$ cat config.mk
export PLATFORM = sky130hd
export DESIGN_NAME = cooc_on_off_ctrl
export DESIGN_NICKNAME = d
export VERILOG_FILES = /design/src/verilog/cooc_pkg.sv /design/src/verilog/cooc_regs_if.sv /design/src/verilog/cooc_on_off_ctrl.sv /design/src/verilog/cooc_reg_store.sv
export SDC_FILE = /design/constraint.sdc
export NUM_CORES = 1
export LEC_CHECK = 0
export BUFFER_PORTS_ARGS = -buffer_cell sky130_fd_sc_hd__buf_2
export CORE_MARGIN = 4
export CORE_UTILIZATION = 51
export DETAILED_ROUTE_END_ITERATION = 12
export GPL_ROUTABILITY_DRIVEN = 0
export GPL_TIMING_DRIVEN = 0
export PLACE_DENSITY = 0.76
export SETUP_SLACK_MARGIN = 0.05
export SLEW_MARGIN = 5
export SYNTH_ARGS = -nofsm -noshare
export SYNTH_HDL_FRONTEND = slang
export SYNTH_SLANG_ARGS = --single-unit
$ cat constraint.sdc
create_clock -name clk -period 1.7 [get_ports clk]
set_input_delay 0.085 -clock clk [delete_from_list [all_inputs] [get_ports clk]]
set_output_delay 0.085 -clock clk [all_outputs]
set_load 0.02 [all_outputs]
$ cat src/verilog/cooc_pkg.sv
// package: command codes, field positions, reset values, states
package cooc_pkg;
    localparam logic [7:0] CMD_RUN_CONTROL  = 8'h01;
    localparam logic [7:0] CMD_START_CONFIG = 8'h02;
    localparam int RUN_ENABLE_BIT   = 7;
    localparam int RUN_PROFILE_BIT  = 6;
    localparam int RUN_MARGIN_HI    = 5;
    localparam int RUN_MARGIN_LO    = 2;
    localparam int CFG_POWER_UP_BIT = 4;
    localparam int CFG_CMD_BIT      = 3;
    localparam int CFG_PIN_BIT      = 2;
    localparam int CFG_POLARITY_BIT = 1;
    localparam int CFG_PIN_FAST_BIT = 0;
    localparam logic [7:0] RUN_CONTROL_RESET  = 8'h00;
    localparam logic [7:0] RUN_CONTROL_RO_MSK = 8'h03;
    localparam logic [7:0] START_CFG_RO_MSK   = 8'hE0;
    localparam logic [7:0] START_CFG_RESET    = 8'h00;
    localparam logic [3:0] MARGIN_OFF_A  = 4'h0;
    localparam logic [3:0] MARGIN_OFF_B  = 4'h1;
    localparam logic [3:0] MARGIN_OFF_C  = 4'h2;
    localparam logic [3:0] MARGIN_LOW_IG = 4'h5;
    localparam logic [3:0] MARGIN_LOW_AF = 4'h6;
    localparam logic [3:0] MARGIN_HI_IG  = 4'h9;
    localparam logic [3:0] MARGIN_HI_AF  = 4'hA;
    // hold time at 40 MHz; default value chosen, parameter overrides
    localparam int CLK_MHZ          = 40;
    localparam int HOLD_TIME_US     = 1000;
    localparam int HOLD_CYCLES      = HOLD_TIME_US * CLK_MHZ;
    localparam int RAMP_TIME_US     = 1000;
    localparam int RAMP_CYCLES      = RAMP_TIME_US * CLK_MHZ;
    // target selection
    typedef enum logic [1:0] {
        TGT_NOMINAL = 2'h0,
        TGT_LOW     = 2'h1,
        TGT_HIGH    = 2'h2
    } cooc_target_type;
    typedef enum logic [3:0] {
        ST_OFF  = 4'b0001,
        ST_ON   = 4'b0010,
        ST_HOLD = 4'b0100,
        ST_RAMP = 4'b1000
    } cooc_state_type;
endpackage

$ cat src/verilog/cooc_regs_if.sv
// interface: register store write/read path
`timescale 1ns/10ps
interface cooc_regs_if;
    logic       wrEn;
    logic [7:0] wrCode;
    logic [7:0] wrData;
    logic [7:0] runControl;
    logic [7:0] startConfig;
    modport owner (input wrEn, wrCode, wrData,
                   output runControl, startConfig);
    modport user  (output wrEn, wrCode, wrData,
                   input runControl, startConfig);
endinterface
$ cat src/verilog/cooc_on_off_ctrl.sv
// module: converter on/off and margin target control
`timescale 1ns/10ps
// Notes on behaviour
// with command control, enable bit 0 stops and 1 starts conversion
// start only when all other prerequisites are also met
// profile bit 0 on off command: stop now, stage high impedance
// profile bit 1: hold, ramp down, stop at zero volts
// profile applies only on enable falling under command control
// margin codes 0,1,2 regulate nominal, faults act normally
// code 5 low target, faults ignored while enable bit set
// code 6 low target, faults act normally
// code 9 high target, faults ignored while enable bit set
// code 10 high target, faults act normally
// run bits 1:0 and config bits 7:5 read as zero
// unlisted run-control write is invalid data, flagged
// config bit 4 clear: convert whenever input power present
// config bit 3 selects obeying the run-control command
// config bit 2 selects obeying the pin; clear disables pin lockout
// config bit 1 is pin polarity, 1 active high
// pin off: bit 0 clear soft stop, set immediate stop
// the enable/undervolt pin is the control pin
// unlisted start-config write is invalid data, flagged
// start config at 02h, byte access, nonvolatile, immediate
// run control at 01h, byte access, volatile, immediate
// invalid write keeps old value, sets flag, raises alert
module cooc_on_off_ctrl #(
    parameter int HOLD_COUNT = cooc_pkg::HOLD_CYCLES,
    parameter int RAMP_COUNT = cooc_pkg::RAMP_CYCLES
) (
    // clock, reset, enable
    input  wire logic                      clk,
    input  wire logic                      rst,
    input  wire logic                      clkEn,
    // byte command port from the bus engine
    input  wire logic                      cmdWrite,
    input  wire logic                      cmdRead,
    input  wire logic [7:0]                cmdCode,
    input  wire logic [7:0]                cmdData,
    output logic [7:0]                     readData,
    output logic                           readValid,
    // status toward host
    input  wire logic                      clearInvalid,
    output logic                           invalidDataFlag,
    output logic                           alertOut,
    // analog side
    input  wire logic                      enableUndervoltPin,
    input  wire logic                      inputPowerOk,
    input  wire logic                      otherPrereqOk,
    input  wire logic                      outputAtZero,
    input  wire logic [7:0]                startCfgInit,
    input  wire logic                      ovFault,
    input  wire logic                      uvFault,
    output logic                           convertOn,
    output logic                           stageHighZ,
    output logic                           rampDown,
    output cooc_pkg::cooc_target_type      targetSel,
    output logic                           pinLockoutEn,
    output logic                           faultActEn,
    output logic                           faultOut
);
    import cooc_pkg::*;

    // ------------------------------------------------------------
    // register store
    // ------------------------------------------------------------
    cooc_regs_if regs ();
    logic validWrite;
    logic runValid;
    logic cfgValid;

    assign runValid = (cmdData[1:0] == 2'h0) && (
        cmdData[5:2] == MARGIN_OFF_A || cmdData[5:2] == MARGIN_OFF_B ||
        cmdData[5:2] == MARGIN_OFF_C || cmdData[5:2] == MARGIN_LOW_IG ||
        cmdData[5:2] == MARGIN_LOW_AF || cmdData[5:2] == MARGIN_HI_IG ||
        cmdData[5:2] == MARGIN_HI_AF);
    assign cfgValid = (cmdData & START_CFG_RO_MSK) == 8'h00;
    assign validWrite = (cmdCode == CMD_RUN_CONTROL && runValid) ||
                        (cmdCode == CMD_START_CONFIG && cfgValid);
    assign regs.wrEn   = cmdWrite && validWrite;
    assign regs.wrCode = cmdCode;
    assign regs.wrData = cmdData;

    cooc_reg_store u_store (
        .clk          (clk),
        .rst          (rst),
        .clkEn        (clkEn),
        .startCfgInit (startCfgInit),
        .regs         (regs)
    );

    // ------------------------------------------------------------
    // pin synchroniser
    // ------------------------------------------------------------
    logic pinMeta_q;
    logic pinSync_q;
    always_ff @(posedge clk) begin
        if (rst) begin
            pinMeta_q <= 1'b0;
            pinSync_q <= 1'b0;
        end else if (clkEn) begin
            pinMeta_q <= enableUndervoltPin;
            pinSync_q <= pinMeta_q;
        end
    end

    // ------------------------------------------------------------
    // start-up guard
    // ------------------------------------------------------------
    // no start until the stored config and the pin sampler are valid
    logic [1:0] warm_q;
    always_ff @(posedge clk) begin
        if (rst) begin
            warm_q <= 2'h0;
        end else if (clkEn) begin
            warm_q <= {warm_q[0], 1'b1};
        end
    end

    // ------------------------------------------------------------
    // on/off decision
    // ------------------------------------------------------------
    logic [7:0] run;
    logic [7:0] cfg;
    logic       pinAsserted;
    logic       cmdOn;
    logic       pinOn;
    logic       wantOn;
    logic       cmdEnable_q;
    logic       cmdFell;
    logic       softOff;
    assign run = regs.runControl;
    assign cfg = regs.startConfig;

    assign pinAsserted = cfg[CFG_POLARITY_BIT] ? pinSync_q : ~pinSync_q;
    assign cmdOn = ~cfg[CFG_CMD_BIT] | run[RUN_ENABLE_BIT];
    assign pinOn = ~cfg[CFG_PIN_BIT] | pinAsserted;

    assign wantOn = warm_q[1] && inputPowerOk && otherPrereqOk &&
                    (~cfg[CFG_POWER_UP_BIT] || (cmdOn && pinOn));
    assign cmdFell = cmdEnable_q & ~run[RUN_ENABLE_BIT];

    always_ff @(posedge clk) begin
        if (rst) begin
            cmdEnable_q <= 1'b0;
        end else if (clkEn) begin
            cmdEnable_q <= run[RUN_ENABLE_BIT];
        end
    end

    // soft path: command fall uses profile bit, pin off uses pin-fast bit 0
    always_comb begin
        softOff = 1'b0;
        if (cfg[CFG_POWER_UP_BIT] && inputPowerOk && otherPrereqOk) begin
            if (cfg[CFG_CMD_BIT] && cmdFell) begin
                softOff = run[RUN_PROFILE_BIT];
            end else if (cfg[CFG_PIN_BIT] && !pinAsserted) begin
                softOff = ~cfg[CFG_PIN_FAST_BIT];
            end
        end
    end

    // ------------------------------------------------------------
    // conversion state machine
    // ------------------------------------------------------------
    cooc_state_type state_q;
    logic [31:0]    timer_q;
    always_ff @(posedge clk) begin
        if (rst) begin
            state_q <= ST_OFF;
            timer_q <= 32'h0;
        end else if (clkEn) begin
            unique case (state_q)
                ST_OFF: begin
                    if (wantOn) begin
                        state_q <= ST_ON;
                    end
                end
                ST_ON: begin
                    if (!wantOn) begin
                        if (softOff) begin
                            state_q <= ST_HOLD;
                            timer_q <= 32'h0;
                        end else begin
                            state_q <= ST_OFF;
                        end
                    end
                end
                ST_HOLD: begin
                    if (timer_q >= 32'(HOLD_COUNT - 1)) begin
                        state_q <= ST_RAMP;
                        timer_q <= 32'h0;
                    end else begin
                        timer_q <= timer_q + 32'h1;
                    end
                end
                ST_RAMP: begin
                    if (outputAtZero) begin
                        state_q <= ST_OFF;
                    end
                end
            endcase
        end
    end

    // ------------------------------------------------------------
    // registered outputs toward the power stage
    // ------------------------------------------------------------
    logic [3:0] margin;
    logic       ignoreFaults;
    assign margin = run[RUN_MARGIN_HI:RUN_MARGIN_LO];

    assign ignoreFaults = run[RUN_ENABLE_BIT] &&
        (margin == MARGIN_LOW_IG || margin == MARGIN_HI_IG);

    always_ff @(posedge clk) begin
        if (rst) begin
            convertOn    <= 1'b0;
            stageHighZ   <= 1'b1;
            rampDown     <= 1'b0;
            targetSel    <= TGT_NOMINAL;
            pinLockoutEn <= 1'b0;
            faultActEn   <= 1'b1;
            faultOut     <= 1'b0;
        end else if (clkEn) begin
            convertOn  <= state_q != ST_OFF;
            stageHighZ <= state_q == ST_OFF;
            rampDown   <= state_q == ST_RAMP;
            if (margin == MARGIN_LOW_IG || margin == MARGIN_LOW_AF) begin
                targetSel <= TGT_LOW;
            end else if (margin == MARGIN_HI_IG ||
                         margin == MARGIN_HI_AF) begin
                targetSel <= TGT_HIGH;
            end else begin
                targetSel <= TGT_NOMINAL;
            end

            pinLockoutEn <= cfg[CFG_PIN_BIT] & cfg[CFG_POLARITY_BIT];
            faultActEn   <= ~ignoreFaults;
            faultOut     <= ~ignoreFaults & (ovFault | uvFault);
        end
    end

    // ------------------------------------------------------------
    // read path and invalid-data status
    // ------------------------------------------------------------
    always_ff @(posedge clk) begin
        if (rst) begin
            readData  <= 8'h00;
            readValid <= 1'b0;
        end else if (clkEn) begin
            readValid <= cmdRead;
            if (cmdRead) begin
                if (cmdCode == CMD_RUN_CONTROL) begin
                    readData <= run;
                end else if (cmdCode == CMD_START_CONFIG) begin
                    readData <= cfg;
                end else begin
                    readData <= 8'h00;
                end
            end
        end
    end

    // set wins over clear
    always_ff @(posedge clk) begin
        if (rst) begin
            invalidDataFlag <= 1'b0;
            alertOut        <= 1'b0;
        end else if (clkEn) begin
            if (cmdWrite && !validWrite &&
                (cmdCode == CMD_RUN_CONTROL ||
                 cmdCode == CMD_START_CONFIG)) begin
                invalidDataFlag <= 1'b1;
                alertOut        <= 1'b1;
            end else if (clearInvalid) begin
                invalidDataFlag <= 1'b0;
                alertOut        <= 1'b0;
            end
        end
    end

    // ------------------------------------------------------------
    // assertions
    // ------------------------------------------------------------
    invalid_flag_a: assert property (@(posedge clk) disable iff (rst)
        clkEn && cmdWrite && cmdCode == CMD_RUN_CONTROL && !runValid
        |=> invalidDataFlag && alertOut && $stable(regs.runControl))
        else $error("invalid run write not flagged");
    ro_bits_a: assert property (@(posedge clk) disable iff (rst)
        regs.runControl[1:0] == 2'h0 && regs.startConfig[7:5] == 3'h0)
        else $error("read-only bits nonzero");
    hard_off_a: assert property (@(posedge clk) disable iff (rst)
        clkEn && state_q == ST_ON && !wantOn && !softOff
        |=> state_q == ST_OFF)
        else $error("immediate off not taken");
    soft_hold_a: assert property (@(posedge clk) disable iff (rst)
        clkEn && state_q == ST_ON && !wantOn && softOff
        |=> state_q == ST_HOLD)
        else $error("soft off not entered");
    ramp_end_a: assert property (@(posedge clk) disable iff (rst)
        clkEn && state_q == ST_RAMP && outputAtZero |=> state_q == ST_OFF)
        else $error("ramp did not stop at zero");
    power_up_a: assert property (@(posedge clk) disable iff (rst)
        warm_q[1] && clkEn && state_q == ST_OFF && !cfg[CFG_POWER_UP_BIT] &&
        inputPowerOk && otherPrereqOk |=> state_q == ST_ON)
        else $error("always-on start missed");
    prereq_a: assert property (@(posedge clk) disable iff (rst)
        clkEn && state_q == ST_OFF && !otherPrereqOk |=> state_q == ST_OFF)
        else $error("started without prerequisites");
    low_target_a: assert property (@(posedge clk) disable iff (rst)
        clkEn && margin == MARGIN_LOW_AF
        |=> targetSel == TGT_LOW && faultActEn)
        else $error("low margin act-on-fault wrong");
    ignore_fault_a: assert property (@(posedge clk) disable iff (rst)
        clkEn && margin == MARGIN_HI_IG && run[RUN_ENABLE_BIT]
        |=> !faultActEn && !faultOut)
        else $error("faults not ignored in high margin");
    valid_write_a: assert property (@(posedge clk) disable iff (rst)
        clkEn && cmdWrite && cmdCode == CMD_RUN_CONTROL && runValid
        |=> regs.runControl == $past(cmdData))
        else $error("valid run write not applied");
    bad_config_a: assert property (@(posedge clk) disable iff (rst)
        warm_q[0] && clkEn && cmdWrite && cmdCode == CMD_START_CONFIG &&
        !cfgValid |=> invalidDataFlag && alertOut &&
        $stable(regs.startConfig))
        else $error("invalid config write not flagged");
    config_read_a: assert property (@(posedge clk) disable iff (rst)
        clkEn && cmdRead && cmdCode == CMD_START_CONFIG
        |=> readValid && readData == $past(regs.startConfig))
        else $error("config read back wrong");
    hold_stay_a: assert property (@(posedge clk) disable iff (rst)
        clkEn && state_q == ST_HOLD && timer_q < 32'(HOLD_COUNT - 1)
        |=> state_q == ST_HOLD)
        else $error("hold ended early");
    pin_fast_a: assert property (@(posedge clk) disable iff (rst)
        clkEn && state_q == ST_ON && !wantOn && !cfg[CFG_CMD_BIT] &&
        cfg[CFG_PIN_FAST_BIT] |=> state_q == ST_OFF)
        else $error("pin immediate stop not taken");
    low_ignore_a: assert property (@(posedge clk) disable iff (rst)
        clkEn && margin == MARGIN_LOW_IG && run[RUN_ENABLE_BIT]
        |=> targetSel == TGT_LOW && !faultActEn && !faultOut)
        else $error("faults not ignored in low margin");
    start_guard_a: assert property (@(posedge clk) disable iff (rst)
        clkEn && !warm_q[1] |=> state_q == ST_OFF)
        else $error("started before config was valid");
endmodule

$ cat src/verilog/cooc_reg_store.sv
// module: the two command registers
`timescale 1ns/10ps
module cooc_reg_store (
    // clock, reset, enable and config image
    input  wire logic      clk,
    input  wire logic      rst,
    input  wire logic      clkEn,
    input  wire logic [7:0] startCfgInit,
    // register path
    cooc_regs_if.owner     regs
);
    import cooc_pkg::*;
    logic [7:0] runControl_q;
    logic [7:0] startConfig_q;
    logic       loadCfg_q;
    assign regs.runControl  = runControl_q;
    assign regs.startConfig = startConfig_q;

    always_ff @(posedge clk) begin
        if (rst) begin
            runControl_q <= RUN_CONTROL_RESET;
        end else if (clkEn && regs.wrEn &&
                     regs.wrCode == CMD_RUN_CONTROL) begin
            runControl_q <= regs.wrData & ~RUN_CONTROL_RO_MSK;
        end
    end

    // nonvolatile image is loaded in the first enabled cycle after reset
    always_ff @(posedge clk) begin
        if (rst) begin
            startConfig_q <= START_CFG_RESET;
            loadCfg_q     <= 1'b1;
        end else if (clkEn) begin
            loadCfg_q <= 1'b0;
            if (loadCfg_q) begin
                startConfig_q <= startCfgInit & ~START_CFG_RO_MSK;
            end else if (regs.wrEn && regs.wrCode == CMD_START_CONFIG) begin
                startConfig_q <= regs.wrData & ~START_CFG_RO_MSK;
            end
        end
    end
endmodule

Word level (Yosys, flattened, before mapping):

Cells that the tools add are included.

* register bits: 74
* bits of input ports: 36

* equality and inequality tests: 22
* muxes and demuxes: 22
* add/subtract/negate cells: 1
* bitwise logic cells: 13
* reductions and logical operators: 43
* magnitude comparators: 1

Operator list (number)
* 2-to-1 mux 32 bit: 3
* case mux 32 bit (2 select lines): 1
* adder 32 x 1 -> 32 bit (second input constant): 1
* >= comparator 32 x 16 -> 1 bit (second input constant): 1
* 2-to-1 mux 8 bit: 4
* == test 4 x 3 -> 1 bit (second input constant): 5
* == test 4 bit (second input constant): 5
* logical AND 1 bit: 18
* 2-to-1 mux 4 bit: 4
* case mux 4 bit (4 select lines): 1
* logical OR 1 bit: 12
* inequality test 2 bit (second input constant): 5
* == test 4 x 1 -> 1 bit (second input constant): 2
* == test 4 x 2 -> 1 bit (second input constant): 2
* == test 8 x 1 -> 1 bit (second input constant): 1
* == test 8 x 2 -> 1 bit (second input constant): 1
* zero test 8 bit: 1
* inverter 1 bit: 7
* 2-to-1 mux 1 bit: 6
* AND reduction 2 bit: 3
* nonzero test 2 bit: 3
* AND reduction 5 bit: 1
* zero test 4 bit: 1
* 2-to-1 mux 2 bit: 2
* 7 further kinds: 12

Depth between registers and ports, before layout:

* word-level depth: 15
* mapped depth: 7
* depth with buffers taken out: 6

By module:

From an unflattened synthesis, not the netlist that was laid out.

* cell total of the unflattened synthesis: 423
* area, all modules: 3641.0 um^2

By module, submodules not included
* cooc_on_off_ctrl: area an instance 2977.9 um^2, sequential area each 1181.1 um^2, cells each 351, times used 1
* cooc_reg_store: area an instance 663.1 um^2, sequential area each 240.2 um^2, cells each 72, times used 1

Worst setup path after synthesis:

Ideal clock, no wire load.

* path kind: reg2reg
* from: reg state_q[2]
* to: reg timer_q[11]
* data required time: 1.570 ns
* setup time: 0.130 ns
* cell stages (with the launch flop): 8
* buffers on the path: 2
* slack: -0.190 ns
* data arrival time: 1.761 ns
* cells stage by stage: dfxtp_1 -> nor2_1 -> nand3_1 -> o31a_1 -> buf_6 -> buf_6 -> o41ai_1 -> a21oi_2

* word-level cells in the longest chain between the ends: 3

Ends and longest elaborated chain
* start: declaration: RTL line cooc_on_off_ctrl.sv:165 `cooc_state_type state_q;`
* start signal: assignment: RTL line cooc_on_off_ctrl.sv:169 `state_q <= ST_OFF;`
* start signal: assignment: RTL line cooc_on_off_ctrl.sv:175 `state_q <= ST_ON;`
* start signal: assignment: RTL line cooc_on_off_ctrl.sv:181 `state_q <= ST_HOLD;`
* == test 4 x 2 -> 1 bit or == test 4 x 3 -> 1 bit (tied branches): RTL line cooc_on_off_ctrl.sv:172 `unique case (state_q)`
* inequality test 2 bit (no line) or nonzero test 2 bit (tied branches)
* AND reduction 4 bit (no line)
* end signal: assignment: RTL line cooc_on_off_ctrl.sv:193 `timer_q <= timer_q + 32'h1;`
* end: declaration: RTL line cooc_on_off_ctrl.sv:166 `logic [31:0] timer_q;`

Parallel ways exist; a longest one is shown, timed or not.
A chain may end at the register's enable or synchronous reset.

Worst setup path after layout:

* from: reg state_q[1]
* to: reg timer_q[30]

Same word-level chain as after synthesis.

==> summary.txt <==
I/O pin count: 55
Post-synth EDFFs: 0
Placed cell area: 4024 um^2
CTS root buf: clkbuf_8
Pleak: 1.703 nW
Multi-input gate area: 2211 um^2
Post-synthesis sequential area ratio: 39.58%
Violated checks: setup timing
Setup Viol. Count Final: 36
TritonCTS clock tree: built
Most common cell after layout, fill and taps aside: dfxtp_1
Gate Count Post-Synth: 408
Vias: 3701
Routed vias/inst: 6.097
Distinct cells, synth: 69
Pin count of the biggest net entering global routing: 13
Crit-path max FO: 10
Area leader, netlist: dfxtp_1
Overflow after GRT: 0
Routed WL: 10100 um
Die W: 91.91 um
Critical Path Source Type: flop
GRT Total Usage: 24.16%
Router iterations before antenna repair: 5
CP Class: reg -> reg
Antenna violations before repair: 0
Post-Syn Area: 3591 um^2
Worst-Skew Late Latency: 0.36 ns
# DRC: 0
FF+latch area: 1459 um^2
Max-slew violations: 0
Worst path buffer plus inverter count: 2
Slew headroom: 57.28%
CP Cell Sequence: or4b_4 > o31a_1 > buf_6 > o31ai_4 > buf_6 > nor2_2
DIE AREA: 8447 um^2
Starting density of the core: 52.56%
Most frequent cells in the layout: 57 x dfxtp_1, 52 x buf_2, 26 x buf_4
Wire per inst: 16.63 um
Total negative setup slack: -8.485 ns
Worst Path Required: 1.95 ns
Synth warnings: 0
Synthesis-stage register bit count: 71
Core region area: 6832 um^2
CP endpoint kind: flop
CTS Buf Count: 9
WP data arrival: 2.21 ns
Most used DFF post-synth: dfxtp_1
Power Dens Cells: 765.1 nW/um^2
CP peak stage delay: 0.56 ns
Status: finished, violations left
Cell mode on critical path: buf_6
Final worst path period share: 115.5%
FMAX: 509.5 MHz
Vias in the first global route: 3519
Total power: 3.659 mW
Share of cells above drive strength 1: 37.96%
Design Area, Final: 4782 um^2
PnR worst setup slack: -0.2627 ns
Ant. Diodes: 0
Worst path slowest cell: or4b_4
Final net count: 543
Share of the synthesized area in the top cell type: 39.58%
Main area contributors after synthesis: dfxtp_1 40%, a21oi_1 3.6%, a21oi_2 3.2%, nand3_1 3.1%, nor2_1 2.8%
HP Class: in -> reg
H-tree depth: 3
RSZ-0062 raised after global routing: yes
Fillers: 530
Clock skew: 0.006105 ns
Antenna viol nets, final: 0
Die H: 91.91 um
Minimum clock period: 1.963 ns
Maximum clock path buffer count: 2
Mapped Nets: 445
Area Growth Syn to Fin: 33.17%
I/O Buffers: 51
First-pass GRT wire length: 16440 um
Initial DRC Count: 265
DPL Wire Length: 6719 um
Async SR Flop Fraction: 0%
Rows: 30
Max_cap viols: 0
Clock sink count: 71
Peak VDD IR: 0.4429 mV
Delay-heaviest family, CP: simple AND/OR/NAND/NOR gates
Worst slew pin tran: 0.6409 ns
Reg clk slew, reported paths: 0.08 ns
Final Hold Vio Count: 0
Syn avg cell area: 8.801 um^2
-- stage by stage --
| step | cells | hold slack (ns) | utilization (%) | setup WS [ns] |
|---|---|---|---|---|
| after floorplan | 408 | 0.1872 | - | -0.1136 |
| after global placement | 555 | 0.3426 | 58.90 | -0.4529 |
| after detailed placement | 555 | 0.3501 | 58.90 | -0.4669 |
| after CTS | 597 | 0.008600 | 66.98 | -0.2977 |
| after global routing | 607 | 0.03261 | 70.00 | -0.3537 |
| final | 607 | 0.02123 | 70.00 | -0.2627 |
-- routing by layer --
layer | share of wire, % | global-route usage [%] | vias to the layer above | wire length [um]
li1 | - | - | 1755 | -
met1 | 40 | 28.83 | 1753 | 4080
met2 | 50 | 40.69 | 159 | 5058
met3 | 6.4 | 5.086 | 34 | 648
met4 | 3.1 | 12.62 | 0 | 308
met5 | 0 | 0 | - | 0
-- what timing repair did --
action                                 CTS  global route
gates cloned                             2             0
buffers inserted                        20            12
setup endpoints to repair               36            58
endpoints found under the hold margin    5             0
pin swaps                               12            21
hold buffers                             5             0
resized for setup                       35            42
-- cells by family after synthesis --
group | synth area share, %
and+or+nand+nor | 26.90
AOI/OAI and AO/OA | 25.71
DFF | 39.58
buffers and inverters | 5.365
xor gates and xnor gates | 0.9758
muxes | 1.115
adders and majority gates | 0.3484
-- final cells by class --
class | instances | share of cell area (%)
multi-input combinational | 297 | 46.23
tap | 96 | 2.512
sequential | 71 | 30.51
clock buffer | 12 | 3.244
timing repair buffer | 86 | 11.43
buffer | 20 | 2.721
inverter | 21 | 1.727
clock inverter | 4 | 1.622
-- worst min-delay path: cells and delay by family --
kind                   cells  cell delay, ns
AOI/OAI and AO/OA          1            0.05
buffers and inverters      1            0.12
and+or+nand+nor            1            0.07
-- report_power, final --
part / switching [mW] / internal, mW
combinational: 0.219 / 0.150
sequential: 0.0306 / 1.69
clock: 0.658 / 0.912
-- flip-flops by register name, indices dropped and copies added (netlist names) --
register / cells
u_store.regs.startConfig: 5
u_store.loadCfg_q: 1
pinLockoutEn: 1
faultActEn: 1
state_q: 4
cmdEnable_q: 1
pinMeta_q: 1
u_store.regs.runControl: 6
pinSync_q: 1
targetSel: 2
readValid: 1
timer_q: 32
warm_q: 2
stageHighZ: 1
convertOn: 1
alertOut: 1
readData: 8
rampDown: 1
faultOut: 1
-- cells in the mapped netlist, types with 5 or more instances --
| master | instances |
|---|---|
| a21oi_1 | 26 |
| a21oi_2 | 13 |
| a221oi_1 | 8 |
| a31oi_1 | 7 |
| and2_1 | 6 |
| clkbuf_1 | 10 |
| dfxtp_1 | 71 |
| inv_1 | 20 |
| nand2_1 | 23 |
| nand3_1 | 22 |
| nand4_1 | 16 |
| nor2_1 | 27 |
| nor2_2 | 7 |
| nor3_1 | 7 |
| nor4_1 | 10 |
| o21ai_0 | 17 |
| o31ai_1 | 13 |
| o41ai_1 | 5 |
| or3_1 | 9 |
| or4_1 | 7 |
-- path summary, 6_finish.rpt --
path	startpoint	end	slack (ns)	cells past startpoint
worst min-delay path	cmdData[4]	u_store.regs.runControl[4]	0.02	3
worst min register to register	readData[6]	readData[6]	0.45	2
worst max register to register	state_q[1]	timer_q[30]	-0.26	6
worst max-delay path	state_q[1]	timer_q[30]	-0.26	6
Power figures use the tool's default switching activity.
